==> src/gdsc_cfg.svh <==
// Purpose: Constants for the gate DAC setpoint and calibration bank.
// Assumes: 125 MHz reference clock, 12-bit codes in 16-bit data words.
// Notes:   Calibration intervals are kept in microseconds, the clock period in nanoseconds; counts derive in code.
`ifndef GDSC_CFG_SVH
`define GDSC_CFG_SVH

// Command bytes of the write-only registers.
`define GDSC_CMD_CH1_SETPOINT   8'h40
`define GDSC_CMD_CH2_SETPOINT   8'h42
`define GDSC_CMD_CH1_PARAM      8'h44
`define GDSC_CMD_CH2_PARAM      8'h46
`define GDSC_CMD_CH1_DAC_INPUT  8'h48
`define GDSC_CMD_CH1_DAC_DIRECT 8'h4A
`define GDSC_CMD_CH2_DAC_INPUT  8'h4C
`define GDSC_CMD_CH2_DAC_DIRECT 8'h4E
`define GDSC_CMD_CAL_CTRL       8'h5E

// Field positions and widths.
`define GDSC_CODE_MSB           11
`define GDSC_CODE_W             12
`define GDSC_CAL_CH2_SHORT_BIT  4
`define GDSC_CAL_CH1_SHORT_BIT  3
`define GDSC_CAL_TRACK_BIT      2
`define GDSC_CAL_ONESHOT_BIT    1
`define GDSC_CAL_PERIODIC_BIT   0

// Parameter-source codes that route the parameter into the computation.
`define GDSC_PSRC_A             3'h2
`define GDSC_PSRC_B             3'h5
`define GDSC_PSRC_C             3'h6
`define GDSC_PSRC_D             3'h7

// Reset values.
`define GDSC_CODE_RST           12'h000
`define GDSC_CAL_RST            5'h00

// Timing.
`define GDSC_CLK_PERIOD_NS      8
`define GDSC_CAL_PERIOD_US      15000
`define GDSC_CAL_REARM_US       13000
`define GDSC_TIMER_W            21

`endif

==> src/gdsc_pkg.sv <==
// Purpose: Types shared by the gate DAC setpoint and calibration bank.
// Assumes: Constants come from gdsc_cfg.svh.
// Notes:   Structs carry the command write and the calibration fields.
package gdsc_pkg;

	// One command write: command byte plus 16-bit data word.
	typedef struct packed {
		logic        valid;
		logic [7:0]  cmd;
		logic [15:0] data;
	} gdsc_wr_t;

	// Calibration control fields, MSB first as in the data word.
	typedef struct packed {
		logic ch2_offset_short;
		logic ch1_offset_short;
		logic track;
		logic cal_oneshot;
		logic cal_periodic_en;
	} gdsc_cal_ctrl_t;

	// Calibration sequencer states.
	typedef enum logic [0:0] {
		GDSC_CAL_IDLE = 1'b0,
		GDSC_CAL_RUN  = 1'b1
	} gdsc_cal_state_t;

endpackage

==> src/gdsc_code_calc.sv <==
// Purpose: Per-channel DAC code computation with a completion strobe.
// Assumes: Start is a one-cycle pulse; inputs are stable when it is high.
// Notes:   The real transfer equation lives elsewhere; here the parameter
//          replaces the setpoint when the source field selects it.
`timescale 1ns/10ps
`include "gdsc_cfg.svh"

module gdsc_code_calc
(
	// Clock and reset.
	input  wire logic        i_ref_clk,
	input  wire logic        i_sys_rst,
	// Request.
	input  wire logic        i_start,
	input  wire logic [11:0] i_setpoint,
	input  wire logic [11:0] i_param,
	input  wire logic [2:0]  i_param_source_sel,
	// Result.
	output logic      [11:0] o_code,
	output logic             o_done
);

	logic [11:0] code_reg;   // Last computed code.
	logic [11:0] code_next;  // Next computed code.
	logic        done_reg;   // Completion strobe.
	logic        done_next;  // Next completion strobe.
	logic        use_param;  // Parameter selected as the input value.

	// Choose the value and raise the strobe one cycle after the start.
	always_comb
	begin
		use_param = (i_param_source_sel == `GDSC_PSRC_A) ||
			(i_param_source_sel == `GDSC_PSRC_B) ||
			(i_param_source_sel == `GDSC_PSRC_C) ||
			(i_param_source_sel == `GDSC_PSRC_D);
		code_next = code_reg;
		done_next = i_start;
		if (i_start)
		begin
			// The parameter stands in for the setpoint as the computation input.
			code_next = use_param ? i_param : i_setpoint;
		end
	end

	// Register the result.
	always_ff @(posedge i_ref_clk)
	begin
		if (i_sys_rst)
		begin
			code_reg <= `GDSC_CODE_RST;
			done_reg <= 1'b0;
		end
		else
		begin
			code_reg <= code_next;
			done_reg <= done_next;
		end
	end

	assign o_code = code_reg;
	assign o_done = done_reg;

endmodule

==> src/gdsc_regs.sv <==
// Purpose: Write-only setpoint, parameter, DAC and calibration registers.
// Assumes: Host writes arrive as one-cycle command strobes with data.
// Notes:   Software configuration and load-DAC bits arrive as plain inputs.
`timescale 1ns/10ps
`include "gdsc_cfg.svh"

// Function
// Setpoint write starts that channel's code computation.
// Load mode picks input only, or both.
// Setpoint commands are 40h and 42h.
// Use data bits 11..0; setpoints reset zero.
// Parameter feeds computation for sources 2,5,6,7.
// Parameter commands are 44h and 46h.
// Parameter replaces setpoint as the computation input.
// Input write stores code, output stays unchanged.
// Load-DAC bit copies input to output.
// Input commands are 48h and 4Ch.
// Direct write loads input and output together.
// Direct commands are 4Ah and 4Eh.
// Host-written code overrides a computed code; a result landing one cycle after a host write still overwrites the input.
// Bit 4 shorts channel 2 sense inputs.
// Bit 3 shorts channel 1 sense inputs.
// Bit 2 selects acquisition or tracking mode.
// Bit 1 starts calibration, cleared when finished.
// Commanded run with periodic rearms 13 ms wait.
// Bit 0 enables calibration about every 15 ms.
// Calibration control command is 5Eh.
// Acquisition repeats until residual small enough.
// Computation is a separate module with strobe.
module gdsc_regs
#(
	parameter int unsigned P_CAL_PERIOD_CYC =
		`GDSC_CAL_PERIOD_US * 1000 / `GDSC_CLK_PERIOD_NS,
	parameter int unsigned P_CAL_REARM_CYC  =
		`GDSC_CAL_REARM_US * 1000 / `GDSC_CLK_PERIOD_NS
)
(
	// Clock and reset.
	input  wire logic                    i_ref_clk,
	input  wire logic                    i_sys_rst,
	// Host command writes.
	input  wire gdsc_pkg::gdsc_wr_t      i_wr,
	// Software configuration and load-DAC inputs.
	input  wire logic [1:0]              i_load_mode_bits,
	input  wire logic [2:0]              i_ch1_param_source_sel,
	input  wire logic [2:0]              i_ch2_param_source_sel,
	input  wire logic [1:0]              i_load_dac_channel_bit,
	// Calibration engine.
	input  wire logic                    i_cal_done,
	input  wire logic                    i_cal_err_ok,
	output logic                         o_cal_start,
	output logic                         o_cal_busy,
	output gdsc_pkg::gdsc_cal_ctrl_t     o_cal_ctrl,
	// DAC registers.
	output logic [11:0]                  o_ch1_dac_input,
	output logic [11:0]                  o_ch2_dac_input,
	output logic [11:0]                  o_ch1_dac_out,
	output logic [11:0]                  o_ch2_dac_out
);

	localparam logic [20:0] TMR_PERIOD = 21'(P_CAL_PERIOD_CYC - 1);
	localparam logic [20:0] TMR_REARM  = 21'(P_CAL_REARM_CYC - 1);

	logic [11:0] wr_code;            // Low twelve data bits of a write.
	logic [1:0]  hit_sp;             // Setpoint write per channel.
	logic [1:0]  hit_par;            // Parameter write per channel.
	logic [1:0]  hit_in;             // Input register write per channel.
	logic [1:0]  hit_dir;            // Direct write per channel.
	logic        hit_cal;            // Calibration control write.

	logic [11:0] sp_reg  [2];        // Stored setpoints.
	logic [11:0] sp_next [2];
	logic [11:0] par_reg [2];        // Stored parameters.
	logic [11:0] par_next[2];
	logic [11:0] in_reg  [2];        // DAC input registers.
	logic [11:0] in_next [2];
	logic [11:0] out_reg [2];        // DAC output registers.
	logic [11:0] out_next[2];
	logic [1:0]  start_reg;          // Delayed setpoint strobe.
	logic [1:0]  start_next;
	logic [11:0] calc_code[2];       // Computed codes.
	logic [1:0]  calc_done;          // Computation strobes.

	gdsc_pkg::gdsc_cal_ctrl_t  cal_reg;    // Calibration control bits.
	gdsc_pkg::gdsc_cal_ctrl_t  cal_next;
	gdsc_pkg::gdsc_cal_state_t st_reg;     // Sequencer state.
	gdsc_pkg::gdsc_cal_state_t st_next;
	logic        cmd_run_reg;      // Current run was commanded.
	logic        cmd_run_next;
	logic        cstart_reg;       // Start pulse to the engine.
	logic        cstart_next;
	logic [20:0] tmr_reg;          // Periodic calibration countdown.
	logic [20:0] tmr_next;

	// Decode the command byte; data bits 15..12 are ignored.
	always_comb
	begin
		wr_code    = i_wr.data[`GDSC_CODE_MSB:0];
		hit_sp[0]  = i_wr.valid && (i_wr.cmd == `GDSC_CMD_CH1_SETPOINT);
		hit_sp[1]  = i_wr.valid && (i_wr.cmd == `GDSC_CMD_CH2_SETPOINT);

		hit_par[0] = i_wr.valid && (i_wr.cmd == `GDSC_CMD_CH1_PARAM);
		hit_par[1] = i_wr.valid && (i_wr.cmd == `GDSC_CMD_CH2_PARAM);

		hit_in[0]  = i_wr.valid && (i_wr.cmd == `GDSC_CMD_CH1_DAC_INPUT);
		hit_in[1]  = i_wr.valid && (i_wr.cmd == `GDSC_CMD_CH2_DAC_INPUT);

		hit_dir[0] = i_wr.valid && (i_wr.cmd == `GDSC_CMD_CH1_DAC_DIRECT);
		hit_dir[1] = i_wr.valid && (i_wr.cmd == `GDSC_CMD_CH2_DAC_DIRECT);

		hit_cal    = i_wr.valid && (i_wr.cmd == `GDSC_CMD_CAL_CTRL);
	end

	// One computation unit per channel works from the stored values.
	gdsc_code_calc u_calc_ch1
	(
		.i_ref_clk          (i_ref_clk),
		.i_sys_rst          (i_sys_rst),
		.i_start            (start_reg[0]),
		.i_setpoint         (sp_reg[0]),
		.i_param            (par_reg[0]),
		.i_param_source_sel (i_ch1_param_source_sel),
		.o_code             (calc_code[0]),
		.o_done             (calc_done[0])
	);

	gdsc_code_calc u_calc_ch2
	(
		.i_ref_clk          (i_ref_clk),
		.i_sys_rst          (i_sys_rst),
		.i_start            (start_reg[1]),
		.i_setpoint         (sp_reg[1]),
		.i_param            (par_reg[1]),
		.i_param_source_sel (i_ch2_param_source_sel),
		.o_code             (calc_code[1]),
		.o_done             (calc_done[1])
	);

	// Channel registers; host writes outrank a computed result landing in the same
	// cycle, but a result landing one cycle after a host write still overwrites the input.
	always_comb
	begin
		for (int ch = 0; ch < 2; ch++)
		begin
			sp_next[ch]    = hit_sp[ch] ? wr_code : sp_reg[ch];
			par_next[ch]   = hit_par[ch] ? wr_code : par_reg[ch];
			start_next[ch] = hit_sp[ch];
			in_next[ch]    = in_reg[ch];
			out_next[ch]   = out_reg[ch];
			if (hit_dir[ch])
			begin
				in_next[ch]  = wr_code;
				out_next[ch] = wr_code;
			end
			else if (hit_in[ch])
			begin
				in_next[ch]  = wr_code;
				if (i_load_dac_channel_bit[ch])
				begin
					out_next[ch] = in_reg[ch];
				end
			end
			else
			begin
				if (calc_done[ch])
				begin
					in_next[ch] = calc_code[ch];
				end
				if (i_load_dac_channel_bit[ch])
				begin
					out_next[ch] = in_reg[ch];
				end
				else if (calc_done[ch] && i_load_mode_bits[ch])
				begin
					out_next[ch] = calc_code[ch];
				end
			end
		end
	end

	// Register the channel state.
	always_ff @(posedge i_ref_clk)
	begin
		if (i_sys_rst)
		begin
			for (int ch = 0; ch < 2; ch++)
			begin
				sp_reg[ch]  <= `GDSC_CODE_RST;
				par_reg[ch] <= `GDSC_CODE_RST;
				in_reg[ch]  <= `GDSC_CODE_RST;
				out_reg[ch] <= `GDSC_CODE_RST;
			end
			start_reg <= 2'h0;
		end
		else
		begin
			for (int ch = 0; ch < 2; ch++)
			begin
				sp_reg[ch]  <= sp_next[ch];
				par_reg[ch] <= par_next[ch];
				in_reg[ch]  <= in_next[ch];
				out_reg[ch] <= out_next[ch];
			end
			start_reg <= start_next;
		end
	end

	// Calibration control and sequencer. A one-shot request written in
	// the finishing cycle survives the clear and starts a new routine.
	always_comb
	begin
		cal_next     = cal_reg;
		st_next      = st_reg;
		cmd_run_next = cmd_run_reg;
		cstart_next  = 1'b0;
		tmr_next     = tmr_reg;
		if (hit_cal)
		begin
			cal_next = gdsc_pkg::gdsc_cal_ctrl_t'(i_wr.data[4:0]);

		end
		case (st_reg)
			gdsc_pkg::GDSC_CAL_IDLE:
			begin
				if (!cal_reg.cal_periodic_en)
				begin
					tmr_next = TMR_PERIOD;
				end
				else if (tmr_reg != 21'h00_0000)
				begin
					tmr_next = tmr_reg - 21'h00_0001;
				end
				if (cal_reg.cal_oneshot)
				begin
					st_next      = gdsc_pkg::GDSC_CAL_RUN;
					cstart_next  = 1'b1;
					cmd_run_next = 1'b1;
				end
				else if (cal_reg.cal_periodic_en &&
					(tmr_reg == 21'h00_0000))
				begin
					st_next      = gdsc_pkg::GDSC_CAL_RUN;
					cstart_next  = 1'b1;
					cmd_run_next = 1'b0;
				end
			end
			gdsc_pkg::GDSC_CAL_RUN:
			begin
				if (i_cal_done)
				begin
					if (!cal_reg.track && !i_cal_err_ok)
					begin
						cstart_next = 1'b1;
					end
					else
					begin
						st_next  = gdsc_pkg::GDSC_CAL_IDLE;
						tmr_next = cmd_run_reg ? TMR_REARM : TMR_PERIOD;

						if (cmd_run_reg &&
							!(hit_cal && i_wr.data[`GDSC_CAL_ONESHOT_BIT]))
						begin
							cal_next.cal_oneshot = 1'b0;
						end
					end
				end
			end
			default:
			begin
				st_next = gdsc_pkg::GDSC_CAL_IDLE;
			end
		endcase
	end

	// Register the calibration state.
	always_ff @(posedge i_ref_clk)
	begin
		if (i_sys_rst)
		begin
			cal_reg     <= gdsc_pkg::gdsc_cal_ctrl_t'(`GDSC_CAL_RST);
			st_reg      <= gdsc_pkg::GDSC_CAL_IDLE;
			cmd_run_reg <= 1'b0;
			cstart_reg  <= 1'b0;
			tmr_reg     <= TMR_PERIOD;
		end
		else
		begin
			cal_reg     <= cal_next;
			st_reg      <= st_next;
			cmd_run_reg <= cmd_run_next;
			cstart_reg  <= cstart_next;
			tmr_reg     <= tmr_next;
		end
	end

	assign o_cal_start     = cstart_reg;
	assign o_cal_busy      = (st_reg == gdsc_pkg::GDSC_CAL_RUN);
	assign o_cal_ctrl      = cal_reg;
	assign o_ch1_dac_input = in_reg[0];
	assign o_ch2_dac_input = in_reg[1];
	assign o_ch1_dac_out   = out_reg[0];
	assign o_ch2_dac_out   = out_reg[1];

	// Checks on the command decode, load paths and calibration sequencer.
	a_sp_store: assert property (@(posedge i_ref_clk) disable iff (i_sys_rst)
		hit_sp[0] |=> (sp_reg[0] == $past(wr_code)))
		else $error("Setpoint not stored.");
	a_calc_trig: assert property (@(posedge i_ref_clk) disable iff (i_sys_rst)
		hit_sp[1] |-> ##2 calc_done[1])
		else $error("Setpoint write gave no computation.");
	a_direct_load: assert property (@(posedge i_ref_clk)
		disable iff (i_sys_rst)
		hit_dir[0] |=> (o_ch1_dac_out == $past(wr_code)) &&
			(o_ch1_dac_input == $past(wr_code)))
		else $error("Direct write did not load both registers.");
	a_input_hold: assert property (@(posedge i_ref_clk) disable iff (i_sys_rst)
		hit_in[1] && !i_load_dac_channel_bit[1] |=> $stable(o_ch2_dac_out))

		else $error("Input write moved the output.");
	a_load_copy: assert property (@(posedge i_ref_clk) disable iff (i_sys_rst)
		i_load_dac_channel_bit[0] && !hit_dir[0] |=>
			(o_ch1_dac_out == $past(o_ch1_dac_input)))
		else $error("Load strobe did not copy the input.");
	a_mode_load: assert property (@(posedge i_ref_clk) disable iff (i_sys_rst)
		calc_done[1] && !hit_dir[1] && !hit_in[1] |=>
			(o_ch2_dac_input == $past(calc_code[1])))
		else $error("Computed code not placed in input.");
	a_host_wins: assert property (@(posedge i_ref_clk) disable iff (i_sys_rst)
		calc_done[0] && hit_in[0] |=>
			(o_ch1_dac_input == $past(wr_code)))
		else $error("Computed code overrode a host write.");
	a_short_bits: assert property (@(posedge i_ref_clk) disable iff (i_sys_rst)
		hit_cal |=> (o_cal_ctrl.ch2_offset_short == $past(i_wr.data[4])) &&
			(o_cal_ctrl.ch1_offset_short == $past(i_wr.data[3])))
		else $error("Offset short bits not taken.");
	a_cal_start: assert property (@(posedge i_ref_clk) disable iff (i_sys_rst)
		hit_cal && i_wr.data[1] && !o_cal_busy |-> ##2 o_cal_start)
		else $error("One-shot write did not start calibration.");
	a_acq_repeat: assert property (@(posedge i_ref_clk) disable iff (i_sys_rst)
		o_cal_busy && i_cal_done && !o_cal_ctrl.track && !i_cal_err_ok
			|=> o_cal_start && o_cal_busy)
		else $error("Acquisition did not repeat.");
	a_oneshot_clr: assert property (@(posedge i_ref_clk)
		disable iff (i_sys_rst)
		o_cal_busy && cmd_run_reg && i_cal_done &&
			(o_cal_ctrl.track || i_cal_err_ok) && !hit_cal
			|=> !o_cal_ctrl.cal_oneshot && !o_cal_busy)
		else $error("One-shot bit not cleared at end.");

endmodule

==> config.mk <==
export PLATFORM = sky130hd
export DESIGN_NAME = gdsc_regs
export DESIGN_NICKNAME = d
export VERILOG_FILES = /design/src/gdsc_pkg.sv /design/src/gdsc_code_calc.sv /design/src/gdsc_regs.sv
export VERILOG_INCLUDE_DIRS = /design/src /design/src/src
export SDC_FILE = /design/constraint.sdc
export NUM_CORES = 1
export LEC_CHECK = 0
export BUFFER_PORTS_ARGS = -buffer_cell sky130_fd_sc_hd__buf_2
export CORE_MARGIN = 5
export CORE_UTILIZATION = 40
export CTS_CLUSTER_SIZE = 14
export DETAILED_ROUTE_END_ITERATION = 10
export PLACE_DENSITY = 0.62
export SKIP_CTS_REPAIR_TIMING = 1
export SLEW_MARGIN = 25
export SYNTH_ARGS = -nofsm -noshare
export SYNTH_HDL_FRONTEND = slang
export SYNTH_HIERARCHICAL = 1
export SYNTH_SLANG_ARGS = --single-unit
==> constraint.sdc <==
create_clock -name i_ref_clk -period 3.1 [get_ports i_ref_clk]
set_input_delay 0.465 -clock i_ref_clk [delete_from_list [all_inputs] [get_ports i_ref_clk]]
set_output_delay 0.465 -clock i_ref_clk [all_outputs]
set_load 0.01 [all_outputs]
# After elaboration in Yosys (flattened, before gate mapping)
# Memory sizes are Yosys's and may differ from the RTL's.
# Index checks and enable logic that the tools add are counted.
# classes
reduce_logical	29
add_sub_neg	1
eq_ne	20
bitwise_logic	9
muxes	53
# ops
op	n
2-to-1 mux 12 bit	30
2-to-1 mux 21 bit	4
equality test 8 x 7 -> 1 bit (second input constant)	9
one-hot mux 21 bit (2 select lines)	1
logical NOT 21 bit	1
nonzero test 21 bit	1
subtractor 21 x 1 -> 21 bit (second input constant)	1
2-to-1 mux 19 bit	1
equality test 3 bit (second input constant)	6
logical AND 1 bit	15
2-to-1 mux 1 bit	14
bitwise OR 1 bit	8
equality test 3 x 2 -> 1 bit (second input constant)	2
logical OR 1 bit	6
!= test 2 bit (second input constant)	2
one-hot mux 1 bit (2 select lines)	2
logical NOT 1 bit	3
!= test 3 bit (second input constant)	1
AND reduction 3 bit	1
2-to-1 mux 2 bit	1
AND reduction 2 bit	1
nonzero test 2 bit	1
NOT 1 bit	1
# word_totals
ram_bits	96
memories	4
wordCells	130
ff_bits	57
in_bits	39
output_inout_bits	55
# memory_table
name	depth	width	read_ports	rd_ports_with_merged_regs	write_ports	line	source
in_reg	2	12	2	0	2	gdsc_regs.sv:75	logic [11:0] in_reg [2];
out_reg	2	12	2	0	2	gdsc_regs.sv:77	logic [11:0] out_reg [2];
par_reg	2	12	2	0	2	gdsc_regs.sv:73	logic [11:0] par_reg [2];
sp_reg	2	12	2	0	2	gdsc_regs.sv:71	logic [11:0] sp_reg [2];

# Longest topological paths before layout
# depth
ltp_word	9
depth_mapped	8
depth_no_buf	7

# By module
# Netlist, hierarchy kept.
# modules_own_cells
module	n_inst	cells_each	area_each_um2
gdsc_regs	1	642	6034.5
gdsc_code_calc	2	70	660.6

# Worst setup path before layout
# No wires, ideal clock.
# synth_path
path_kind	input to register
start	input port i_wr[20] (netlist bit)
end	memory sp_reg[0][10]
arrival_time_ps	2137
path_slack_ps	836
path_buffers	1
cell_stages	6
path_cell_list	or4b_1 > or3_4 > nor4b_4 > buf_6 > mux2i_1 > nor2_1
# synth_lines
item	line	source
from (decl)	gdsc_regs.sv:42	input wire gdsc_pkg::gdsc_wr_t i_wr,
to (decl)	gdsc_regs.sv:71	

# Final worst setup path
# layout_path
start	register tmr_reg[4]
end	register tmr_reg[18]
# layout_between
elab_chain_cells	4
word_cells_on_any_way	7
classes_between	add/sub: 1; eq/ne: 1; mux: 3; reduce/logical: 2
# layout_lines
item	line	source
from (decl)	gdsc_regs.sv:92	logic [20:0] tmr_reg;
from (signal assigned)	gdsc_regs.sv:292	tmr_reg <= tmr_next;
subtractor 21 x 1 -> 21 bit	gdsc_regs.sv:231	tmr_next = tmr_reg - 21'h00_0001;
2-to-1 mux 21 bit	gdsc_regs.sv:229	else if (tmr_reg != 21'h00_0000)
2-to-1 mux 21 bit	gdsc_regs.sv:225	if (!cal_reg.cal_periodic_en)
one-hot mux 21 bit (2 select lines)	gdsc_regs.sv:222	case (st_reg)
# Several ways; a longest one is shown, not always the timed one. The select of a mux whose other input is x is not followed.
# A chain may end at the register's enable or synchronous reset.

==> summary.md <==
| Metric | Value |
|---|---|
| Outcome | `complete, no violations` |
| CP peak stage delay | `0.56 ns` |
| Simple-gate share of the synthesized area | `16.8%` |
| CP Capture Type | `register` |
| Final period util | `73.6%` |
| Worst-Margin Slew | `0.780 ns` |
| Post-synth ARST share | `0%` |
| Initial core utilization | `40.8%` |
| Synth Area in Adders | `0.340%` |
| Main flop type after synthesis | `dfxtp_1` |
| Syn-to-layout area delta | `16.3%` |
| Met2 Usage GRT | `28.6%` |
| Main combinational cell family by area after synthesis | `multiplexers` |
| Final wirelength | `18900 um` |
| R2r startpoint | `tmr_reg[4]` |
| Synth cell types | `50` |
| DR vias | `5842` |
| Yosys top cell area share | `41.6%` |
| Initial antenna violation count | `3` |
| Worst-path clk slew | `0.06 ns` |
| CP arrival | `2.59 ns` |
| WL/cell | `17.5 um` |
| Clk_lat worst skew | `0.42 ns` |
| GRT overflow | `0` |
| Fin nets | `880` |
| ANT cells | `0` |
| Post-layout util | `47.5%` |
| Rel. slew slack | `48.0%` |
| Max Clock Skew | `0.00913 ns` |
| Slowest cell on crit path | `nor4_1` |
| Drt pass-1 iters | `4` |
| Routability cong. | `0.806` |
| Die W | `146 um` |
| DRC violations left | `0` |
| DIE AREA | `0.0212 mm^2` |
| Reg-to-Reg End | `tmr_reg[18]` |
| ANT nets after route | `0` |
| Yosys reg bits | `153` |
| Top Usage Layer GRT | `met2` |
| Mux cell area share after synthesis | `24.6%` |
| PwrDens | `515 mW/mm^2` |
| Yosys top cell by area | `dfxtp_1` |
| Vias per cell | `5.40` |
| Hold Path Class | `in -> reg` |
| CTS tree | `built` |
| Main area contributors after synthesis | `dfxtp_1, mux2i_1, nor2_1` |
| Setup Crit Path Kind | `reg -> reg` |
| Post-Place Cells | `1049` |
| GRT Total Usage | `18.0%` |
| Clock buffer depth | `2` |
| H-Tree Depth | `4` |
| CP required | `3.41 ns` |
| Io pins | `94` |
| Initial DRC Count | `315` |
| Endpoints failing hold | `0` |
| Worst IR Drop VDD | `0.000329 V` |
| Gate Count Post-Synth | `782` |
| Share of cells above drive strength 1 | `22.1%` |
| Largest net degree at the start of global routing | `145` |
| Compound-Gate Fraction of Synth Area | `11.8%` |
| HPWL Detailed | `12400 um` |
| Reg2Reg Depth | `5` |
| Leakage | `3.57 nW` |
| Finished Layout Cells | `1081` |
| Startpoint types | `register` |
| Synthesized area per cell | `9.41 um^2` |
| # clock sinks | `153` |
| Synthesized Nets | `823` |
| Die height | `146 um` |
| Cell count of the worst hold path | `3` |
| Tmin final | `2.28 ns` |
| Port bufs | `89` |
| Num CTS Buffers | `17` |
| RSZ-0062 raised after global routing | `false` |
| Vias in the first global route | `5591` |
| Yosys warns | `6` |
| Root Driver | `clkbuf_16` |
| Core area | `0.0180 mm^2` |
| Worst hold start | `i_cal_done` |
| Row count | `49` |
| Sum of negative setup slack | `0 ns` |
| First-pass GRT wire length | `31100 um` |
| Max Slew Vio Count | `0` |
| Post-synth top cells | `mux2i_1, dfxtp_1, nor2_1` |
| Register area share after synthesis | `41.6%` |
| Max cap viols | `0` |
| Worst Hold Endpoint | `o_cal_start` |
| Met1 GRT Util | `23.8%` |
| Count leader, synth | `mux2i_1` |
| Post-synthesis cell area | `0.00736 mm^2` |
| Peak Freq | `438 MHz` |
| Post-synth EDFFs | `0` |
| R2R Setup Slk | `0.82 ns` |
| # setup viols final | `0` |
| Worst Path Max Fanout | `16` |
| Met3 GRT Util | `4.83%` |
| Xor/xnor share of the synthesized area | `0.357%` |
| Ordered cell list for the critical path | `nor4_1 > nand4_1 > o21a_1 > a211o_1 > o31a_1` |
| Final hold slack | `0.354 ns` |
==> worst max-delay path, delay by kind of cell, from the launching register on <==
| kind | cells | cell delay, ns |
|---|---|---|
| compound gates | 3 | 0.91 |
| simple gates | 2 | 0.89 |
| flops | 1 | 0.37 |
==> cell usage in the layout, fill, tap and decap left out, drive strengths merged, types with 5 or more instances in the layout <==
| cell type | n |
|---|---|
| nor2b | 5 |
| a311oi | 24 |
| buf | 107 |
| nand3 | 6 |
| a21oi | 19 |
| nor3 | 12 |
| nor2 | 141 |
| nand2 | 62 |
| nor4 | 5 |
| o21ai | 18 |
| clkbuf | 20 |
| mux2i | 178 |
| dfxtp | 153 |
| a31oi | 5 |
| clkinv | 5 |
| a211oi | 26 |
| nand4 | 5 |
==> kinds of logic after synthesis <==
family	after synthesis
AOI/OAI and AO/OA	107
xor gates and xnor gates	3
adders and majority gates	2
buffers and inverters	72
DFF	153
muxes	180
and+or+nand+nor	265
==> where the power goes <==
| part | leakage [nW] | internal (mW) | total, mW | switching (mW) |
|---|---|---|---|---|
| Clock | 0.308 | 1.41 | 2.23 | 0.827 |
| Sequential | 1.23 | 1.97 | 1.97 | 0.00284 |
| Combinational | 2.03 | 0.0660 | 0.204 | 0.138 |
| Total | 3.57 | 3.44 | 4.41 | 0.967 |
==> layout make-up <==
cell class                 instances  area (um^2)
timing repair buffer             107          596
tap                              229          287
sequential                       153         3070
inverter                           3         11.3
multi-input combinational        557         3960
fill                            1732         9470
clock buffer                      20          467
clock inverter                    12          171
==> worst max-delay path by stage <==
stage,from,end,slack (ns),cells after the start
after CTS,tmr_reg[4],tmr_reg[18],0.82,5
after detailed placement,i_wr[20],par_reg[0][23],0.62,6
final,tmr_reg[4],tmr_reg[18],0.82,5
after global routing,tmr_reg[4],tmr_reg[18],0.55,5
after floorplan,i_wr[20],sp_reg[0][10],0.84,6
after global placement,i_wr[20],par_reg[0][12],0.63,6
==> metrics by stage <==
stage | setup slack, ns | total power [mW] | cell area, um^2
global route | 0.546 | 4.55 | 8560
global placement | 0.634 | 2.22 | 7920
finish | 0.818 | 4.41 | 8560
floorplan | 0.836 | 2.15 | 7360
detailed placement | 0.618 | 2.22 | 7920
CTS | 0.824 | 4.44 | 8550
==> routing by layer <==
metal | wire length (um) | vias up
li1 | - | 2885
met1 | 8760 | 2814
met2 | 8900 | 112
met3 | 944 | 25
met4 | 288 | 6
met5 | 36 | -
No activity file was read; power rests on OpenSTA's default activity.
